==> src/prs_params.svh <==
// Constants for the power, reset and security housekeeping block
`ifndef PRS_PARAMS_SVH
`define PRS_PARAMS_SVH
`define PRS_NUM_REGS 10
`define PRS_NUM_INPUTS 12
`define PRS_SIG_BITS 64
`define PRS_SIG_BYTES 8
`define PRS_SIG_ADDR_W 3
`define PRS_CLK_PERIOD_NS 40
`define PRS_CLEAR_INTERVAL_NS 1000
`define PRS_CLEAR_CYCLES ((`PRS_CLEAR_INTERVAL_NS + `PRS_CLK_PERIOD_NS - 1) / `PRS_CLK_PERIOD_NS)
`define PRS_CNT_W 6
`endif

==> src/prs_pkg.sv <==
// Types for the power, reset and security housekeeping block
package prs_pkg;
  typedef enum logic [1:0] {
    PRS_CLEARING,
    PRS_RUN,
    PRS_SLEEP
  } prs_state_t;
endpackage

==> src/prs_sig_mem.sv <==
// Signature byte memory with registered read data
`timescale 1ns/1ps
`default_nettype none
`include "prs_params.svh"
module prs_sig_mem (
  input wire logic clk_in,
  input wire logic rst_n_in,
  input wire logic wr_en_in,
  input wire logic [`PRS_SIG_ADDR_W-1:0] addr_in,
  input wire logic [7:0] wr_data_in,
  output logic [7:0] rd_data_out
);
  logic [7:0] mem_q [`PRS_SIG_BYTES];

  always_ff @(posedge clk_in or negedge rst_n_in) begin
    if (!rst_n_in) begin
      for (int i = 0; i < `PRS_SIG_BYTES; i++) begin
        mem_q[i] <= 8'h00;
      end
    end else if (wr_en_in) begin
      mem_q[addr_in] <= wr_data_in;
    end
  end

  always_ff @(posedge clk_in or negedge rst_n_in) begin
    if (!rst_n_in) begin
      rd_data_out <= 8'h00;
    end else begin
      rd_data_out <= mem_q[addr_in];
    end
  end
endmodule
`default_nettype wire

==> src/prs_top.sv <==
// Power-up clear, preload, signature, security and sleep control
`timescale 1ns/1ps
`default_nettype none
`include "prs_params.svh"
module prs_top
  import prs_pkg::*;
(
  input wire logic CORE_CLK_IN,
  input wire logic RST_N_IN,
  input wire logic [`PRS_NUM_INPUTS-1:0] LOGIC_IN,
  input wire logic [`PRS_NUM_REGS-1:0] IO_IN,
  input wire logic [`PRS_NUM_REGS-1:0] IO_DRIVEN_IN,
  input wire logic INPUT_OR_SLEEP_PIN_IN,
  input wire logic SLEEP_ENABLE_FUSE_IN,
  input wire logic [`PRS_NUM_REGS-1:0] NEXT_STATE_IN,
  input wire logic [`PRS_NUM_REGS-1:0] REG_CAPTURE_IN,
  input wire logic SYNC_RESET_TERM_IN,
  input wire logic ASYNC_RESET_TERM_IN,
  input wire logic [`PRS_NUM_REGS-1:0] OUT_POLARITY_IN,
  input wire logic [`PRS_NUM_REGS-1:0] OUT_ENABLE_IN,
  input wire logic PRELOAD_EN_IN,
  input wire logic [3:0] PRELOAD_SEL_IN,
  input wire logic PRELOAD_VALUE_IN,
  input wire logic VERIFY_REQ_IN,
  input wire logic [7:0] VERIFY_DATA_IN,
  input wire logic SECURE_PROGRAM_IN,
  input wire logic SIG_WR_IN,
  input wire logic [`PRS_SIG_ADDR_W-1:0] SIG_ADDR_IN,
  input wire logic [7:0] SIG_WR_DATA_IN,
  output logic [7:0] SIG_RD_DATA_OUT,
  output logic [`PRS_NUM_REGS-1:0] IO_OUT,
  output logic [`PRS_NUM_REGS-1:0] IO_OE_OUT,
  output logic [`PRS_NUM_INPUTS-1:0] ARRAY_IN_OUT,
  output logic [`PRS_NUM_REGS-1:0] ARRAY_FB_OUT,
  output logic [`PRS_NUM_REGS-1:0] REG_STATE_OUT,
  output logic SYNC_RESET_TERM_OUT,
  output logic ASYNC_RESET_TERM_OUT,
  output logic [7:0] VERIFY_DATA_OUT,
  output logic VERIFY_VALID_OUT,
  output logic SECURED_OUT,
  output logic CLEAR_DONE_OUT,
  output logic SLEEPING_OUT
);
  // ----------------------------------------------------------------
  // Reset release
  // ----------------------------------------------------------------
  logic rst_meta_q;
  logic rst_sync_q;

  always_ff @(posedge CORE_CLK_IN or negedge RST_N_IN) begin
    if (!RST_N_IN) begin
      rst_meta_q <= 1'b0;
      rst_sync_q <= 1'b0;
    end else begin
      rst_meta_q <= 1'b1;
      rst_sync_q <= rst_meta_q;
    end
  end

  // ----------------------------------------------------------------
  // Sequencer
  // ----------------------------------------------------------------
  prs_state_t state_q;
  logic [`PRS_CNT_W-1:0] clr_cnt_q;
  logic sleep_req;
  logic run_ok;

  assign sleep_req = SLEEP_ENABLE_FUSE_IN && INPUT_OR_SLEEP_PIN_IN;
  assign run_ok = (state_q == PRS_RUN) && !sleep_req;

  always_ff @(posedge CORE_CLK_IN or negedge rst_sync_q) begin
    if (!rst_sync_q) begin
      state_q <= PRS_CLEARING;
      clr_cnt_q <= '0;
    end else begin
      case (state_q)
        PRS_CLEARING: begin
          // Clear stays active for the whole interval
          if (clr_cnt_q == `PRS_CNT_W'(`PRS_CLEAR_CYCLES - 1)) begin
            state_q <= PRS_RUN;
          end else begin
            clr_cnt_q <= clr_cnt_q + `PRS_CNT_W'(1);
          end
        end
        PRS_RUN: begin
          if (sleep_req) begin
            state_q <= PRS_SLEEP;
          end
        end
        PRS_SLEEP: begin
          if (!sleep_req) begin
            state_q <= PRS_RUN;
          end
        end
        default: begin
          state_q <= PRS_CLEARING;
        end
      endcase
    end
  end

  always_ff @(posedge CORE_CLK_IN or negedge rst_sync_q) begin
    if (!rst_sync_q) begin
      CLEAR_DONE_OUT <= 1'b0;
      SLEEPING_OUT <= 1'b0;
    end else begin
      CLEAR_DONE_OUT <= (state_q != PRS_CLEARING);
      SLEEPING_OUT <= (state_q == PRS_SLEEP) || (state_q == PRS_RUN && sleep_req);
    end
  end

  // ----------------------------------------------------------------
  // Security fuse
  // ----------------------------------------------------------------
  logic secured_q;
  logic secure_now;

  assign secure_now = secured_q || SECURE_PROGRAM_IN;

  always_ff @(posedge CORE_CLK_IN or negedge rst_sync_q) begin
    if (!rst_sync_q) begin
      secured_q <= 1'b0;
    end else if (SECURE_PROGRAM_IN) begin
      secured_q <= 1'b1;
    end
  end

  always_ff @(posedge CORE_CLK_IN or negedge rst_sync_q) begin
    if (!rst_sync_q) begin
      SECURED_OUT <= 1'b0;
    end else begin
      SECURED_OUT <= secure_now;
    end
  end

  // ----------------------------------------------------------------
  // Macrocell registers and preload
  // ----------------------------------------------------------------
  logic [`PRS_NUM_REGS-1:0] regs_q;
  logic sreset_q;
  logic areset_q;
  logic preload_ok;

  assign preload_ok = PRELOAD_EN_IN && !secure_now && (state_q == PRS_RUN) &&
                      (PRELOAD_SEL_IN < 4'(`PRS_NUM_REGS));

  always_ff @(posedge CORE_CLK_IN or negedge rst_sync_q) begin
    if (!rst_sync_q) begin
      sreset_q <= 1'b0;
      areset_q <= 1'b0;
    end else if (run_ok) begin
      sreset_q <= SYNC_RESET_TERM_IN;
      areset_q <= ASYNC_RESET_TERM_IN;
    end
  end

  always_ff @(posedge CORE_CLK_IN or negedge rst_sync_q) begin
    if (!rst_sync_q) begin
      regs_q <= '0;
    end else if (state_q == PRS_CLEARING) begin
      regs_q <= '0;
    end else if (preload_ok && !sleep_req) begin
      regs_q[PRELOAD_SEL_IN] <= PRELOAD_VALUE_IN;
    end else if (run_ok) begin
      // Sleep freezes state; clock and data ignored
      if (areset_q || sreset_q) begin
        regs_q <= '0;
      end else begin
        for (int i = 0; i < `PRS_NUM_REGS; i++) begin
          if (REG_CAPTURE_IN[i]) begin
            regs_q[i] <= NEXT_STATE_IN[i];
          end
        end
      end
    end
  end

  // ----------------------------------------------------------------
  // Pin keepers and array inputs
  // ----------------------------------------------------------------
  logic [`PRS_NUM_REGS-1:0] io_keep_q;

  always_ff @(posedge CORE_CLK_IN or negedge rst_sync_q) begin
    if (!rst_sync_q) begin
      io_keep_q <= '0;
    end else if (!sleep_req) begin
      for (int i = 0; i < `PRS_NUM_REGS; i++) begin
        if (IO_DRIVEN_IN[i]) begin
          io_keep_q[i] <= IO_IN[i];
        end
      end
    end
  end

  always_ff @(posedge CORE_CLK_IN or negedge rst_sync_q) begin
    if (!rst_sync_q) begin
      ARRAY_IN_OUT <= '0;
      ARRAY_FB_OUT <= '0;
    end else if (!sleep_req) begin
      // Held values cover undriven pins sleep freezes these
      ARRAY_IN_OUT <= LOGIC_IN;
      if (SLEEP_ENABLE_FUSE_IN) begin
        ARRAY_IN_OUT[0] <= 1'b0;
      end else begin
        ARRAY_IN_OUT[0] <= INPUT_OR_SLEEP_PIN_IN;
      end
      for (int i = 0; i < `PRS_NUM_REGS; i++) begin
        ARRAY_FB_OUT[i] <= IO_DRIVEN_IN[i] ? IO_IN[i] : io_keep_q[i];
      end
    end
  end

  // ----------------------------------------------------------------
  // Output pins
  // ----------------------------------------------------------------
  always_ff @(posedge CORE_CLK_IN or negedge rst_sync_q) begin
    if (!rst_sync_q) begin
      IO_OUT <= '0;
      IO_OE_OUT <= '0;
      REG_STATE_OUT <= '0;
      SYNC_RESET_TERM_OUT <= 1'b0;
      ASYNC_RESET_TERM_OUT <= 1'b0;
    end else if (!sleep_req) begin
      // Sleep holds every pin as it stood, whatever its state
      IO_OUT <= regs_q ^ OUT_POLARITY_IN;
      IO_OE_OUT <= OUT_ENABLE_IN;
      REG_STATE_OUT <= regs_q;
      SYNC_RESET_TERM_OUT <= sreset_q;
      ASYNC_RESET_TERM_OUT <= areset_q;
    end
  end

  // ----------------------------------------------------------------
  // Fuse verify
  // ----------------------------------------------------------------
  always_ff @(posedge CORE_CLK_IN or negedge rst_sync_q) begin
    if (!rst_sync_q) begin
      VERIFY_DATA_OUT <= 8'h00;
      VERIFY_VALID_OUT <= 1'b0;
    end else begin
      VERIFY_VALID_OUT <= VERIFY_REQ_IN && !secure_now;
      VERIFY_DATA_OUT <= (VERIFY_REQ_IN && !secure_now) ? VERIFY_DATA_IN : 8'h00;
    end
  end

  // ----------------------------------------------------------------
  // Signature storage
  // ----------------------------------------------------------------
  prs_sig_mem u_sig (
    .clk_in(CORE_CLK_IN),
    .rst_n_in(rst_sync_q),
    .wr_en_in(SIG_WR_IN),
    .addr_in(SIG_ADDR_IN),
    .wr_data_in(SIG_WR_DATA_IN),
    .rd_data_out(SIG_RD_DATA_OUT)
  );
endmodule
`default_nettype wire

==> config.mk <==
export PLATFORM = sky130hd
export DESIGN_NAME = prs_top
export DESIGN_NICKNAME = d
export VERILOG_FILES = /design/src/prs_pkg.sv /design/src/prs_sig_mem.sv /design/src/prs_top.sv
export VERILOG_INCLUDE_DIRS = /design/src /design/src/src
export SDC_FILE = /design/constraint.sdc
export NUM_CORES = 1
export LEC_CHECK = 0
export ABC_AREA = 1
export BUFFER_PORTS_ARGS = -buffer_cell sky130_fd_sc_hd__buf_2
export CAP_MARGIN = 20
export CORE_MARGIN = 5
export CORE_UTILIZATION = 40
export CTS_CLUSTER_DIAMETER = 60
export DETAILED_ROUTE_END_ITERATION = 8
export SYNTH_ARGS = -nofsm -noshare
export SYNTH_HDL_FRONTEND = slang
export SYNTH_HIERARCHICAL = 1
export SYNTH_SLANG_ARGS = --single-unit
==> constraint.sdc <==
create_clock -name CORE_CLK_IN -period 5.36 [get_ports CORE_CLK_IN]
set_input_delay 1.34 -clock CORE_CLK_IN [delete_from_list [all_inputs] [get_ports CORE_CLK_IN]]
set_output_delay 1.34 -clock CORE_CLK_IN [all_outputs]
set_load 0.02 [all_outputs]
==> impl_metrics.csv <==
group,metric,value,unit
status,status,"complete, no violations",
logic_synthesis,synthTopCellsByArea,"dfrtp_1 51%, nand2_1 20%, inv_1 4.1%, nand3_1 3.8%, o21ai_1 3.1%",
worst_setup_path,cp.required,5.71,ns
logic_synthesis,synth_top_area_frac,0.515,
worst_setup_path,cp_max_fo,22,
worst_setup_path,crit_chain,"buf_2 -> o21ai_2 -> nand3_4 -> nand2_2 -> nor2_1 -> nor2_1 -> nand2_1 -> nand2_1",
clocking,root_buffer,"clkbuf_16",
route,dr.pass1.iters,5,
logic_synthesis,ys_types,32,
floorplan,start_util,0.404,
timing,skew,0.00882,ns
floorplan,core,0.0194,mm2
grt,globalRouteTotalUtil,0.173,
clocking,cts_setup_buffers,0,
logic_synthesis,ys_seq_area_frac,0.515,
placed_design,numPortBuffers,178,
clocking,cts_buffer_depth,2,
worst_setup_path,crit_slowest_cell,"o21ai_2",
logic_synthesis,synthCells,987,
placed_design,hpwl,13100,um
route,wl_per_cell,13.4,um
layout,final_common_cell,"nand2_1",
layout,final_util,0.485,
layout,areaGrowthSynthToFinish,20.1,%
logic_synthesis,avgSynthCellArea,7.93,um2
clocking,postCtsHoldBufs,0,
timing,rsz0062_at_grt,"no",
timing,finalSetupTns,0,ns
logic_synthesis,postSynthRegisterBits,161,
timing,hold_slack,0.260,ns
clocking,cts.repair.resized,0,
pwr,p_per_area,410,mW/mm2
logic_synthesis,netlist_area,0.00783,mm2
timing,fin_crit_sh,0.553,
clocking,cts.sinks,161,
timing,worst_pin_slew,1.09,ns
worst_setup_path,arrival,3.32,ns
worst_setup_path,end_kind,"flip-flop",
run,drv_cap,0,
logic_synthesis,yosysTopAreaCell,"dfrtp_1",
layout,nets,1257,
floorplan,die_area,0.0225,mm2
grt,grt_pass1_vias,6097,
placed_design,gp_congestion,0.796,
route,routed_wl,19100,um
layout,diodes,0,
worst_setup_path,cp_top_family,"simple AND/OR/NAND/NOR gates",
clocking,cts-buffers-inserted,17,
floorplan,rows,51,
clocking,worstSkewPairLatency,0.42,ns
grt,grt_pass1_wl,31000,um
timing,setup_viol,0,
pwr,irDropWorstVdd,0.306,mV
floorplan,die-width,150,um
worst_setup_path,startpoint_type,"input pin",
timing,finalCriticalPeriod,2.97,ns
floorplan,ios,180,
pwr,p_leak,5.18,nW
route,vias,6421,
route,drtIter0Drc,312,
clocking,path_clk_slew,0.07,ns
route,drc,0,
timing,drv_slew,0,
clocking,cts_tree,"built",
route,detail-route-antenna-nets,0,
layout,final_cell_mix,"419 x nand2_1, 178 x buf_2, 160 x dfrtp_1, 85 x inv_1, 60 x nand3_1",
worst_setup_path,path_class,"in2reg",
timing,clock.fmax,0.337,GHz
timing,hold_viol,0,
min_path,worstHoldPathType,"reg2async",
grt,grt_overflow,0,
route,vias_per_cell,4.50,
clocking,cts_max_level,4,
timing,slew_headroom,0.273,
logic_synthesis,ys_warn_count,6,
grt,antenna_found_initial,2,
floorplan,die_h,150,um
layout,layout-drive-gt1-share,0.237,
worst_setup_path,path_buf_inv,1,
logic_synthesis,synth_fp_nets,1095,
worst_setup_path,crit_path_max_incr_delay,0.85,ns
grt,grt_max_degree,76,
[routing by layer]
metal | part of all wire | vias to the layer above | routed length [um] | GRT usage
li1 | - | 3370 | - | -
met4 | 0.017 | 4 | 327 | 0.0517
met2 | 0.50 | 127 | 9500 | 0.289
met1 | 0.44 | 2896 | 8420 | 0.223
met5 | 0.0011 | - | 21 | 0
met3 | 0.044 | 24 | 834 | 0.0430
[cell type report]
class	instances	area, um2
Sequential cell	161	4030
Inverter	97	367
Tap cell	265	332
Clock inverter	9	57.6
Fill cell	2018	9990
Timing Repair Buffer	186	975
Multi-Input combinational cell	686	3160
Clock buffer	23	478
[logic make-up (layout without fill, tap and decap cells)]
family | count (synthesis) | in the layout | synth area share
AND/OR/NAND/NOR | 572 | 572 | 0.314
AO/OA/AOI/OAI | 98 | 98 | 0.0718
adder cells (fa/ha/maj) | 2 | 2 | 0.00320
XOR/XNOR | 13 | 13 | 0.0145
other | 1 | 1 | 0.000479
buffers and inverters | 140 | 315 | 0.0817
flip-flops | 161 | 161 | 0.515
[synth_stat cells]
master,count
nand2_1,419
dfrtp_1,161
inv_1,85
nand3_1,60
nor2_1,59
o21ai_1,49
buf_2,20
o21ai_2,15
a21oi_1,12
inv_2,11
o21ai_0,11
a31oi_1,10
nand3_2,10
xnor2_1,10
buf_6,7
clkbuf_1,7
buf_4,6
nand2_2,5
nand2_4,4
nand3_4,3
nor2_2,3
nor2_4,3
nor2_8,3
xor2_1,3
buf_1,2
ha_1,2
nand3b_1,2
a21boi_0,1
buf_8,1
conb_1,1
inv_4,1
nor3_1,1
[registers in the layout, indices dropped and copies added, names as in the netlist, 2 cells and up]
name / flops
u_sig/mem_q: 64
ARRAY_IN_OUT: 12
ARRAY_FB_OUT: 10
IO_OE_OUT: 10
IO_OUT: 10
REG_STATE_OUT: 10
regs_q: 10
VERIFY_DATA_OUT: 8
u_sig/rd_data_out: 8
clr_cnt_q: 6
state_q: 2
[final timing paths]
check	slack, ns	start	depth (start not counted)	endpoint
max in group asynchronous	3.79	rst_sync_q	2	clr_cnt_q[5]
min in group CORE_CLK_IN	0.35	rst_meta_q	0	rst_sync_q
worst min-delay path	0.26	rst_sync_q	0	u_sig/mem_q[33]
worst max register to register	3.55	state_q[1]	8	regs_q[3]
worst min register to register	0.26	rst_sync_q	0	u_sig/mem_q[33]
worst max-delay path	2.39	PRELOAD_SEL_IN[2]	8	regs_q[3]
[report_power, final]
part	switching (mW)	internal (mW)	leakage, nW
clock	0.479	0.627	0.263
sequential	0.165	1.48	2.00
combinational	0.703	0.405	2.91
[through the flow]
| stage | setup WS [ns] | instances | power, mW | area (um2) |
|---|---|---|---|---|
| after global routing | 2.27 | 1427 | 4.15 | 9400 |
| after CTS | 2.41 | 1425 | 3.91 | 9370 |
| final | 2.39 | 1427 | 3.86 | 9400 |
| after detailed placement | 1.96 | 1393 | 2.77 | 8830 |
| after floorplan | 0.542 | 987 | 2.46 | 7830 |
| after global placement | 1.99 | 1393 | 2.75 | 8830 |
[worst reg2reg max path, delay by kind of cell (launching register included)]
kind / cells / cell delay [ns]
buffers and inverters: 2 / 0.35
DFF: 1 / 0.43
and+or+nand+nor: 6 / 0.97
(Power assumes the default switching activity.)
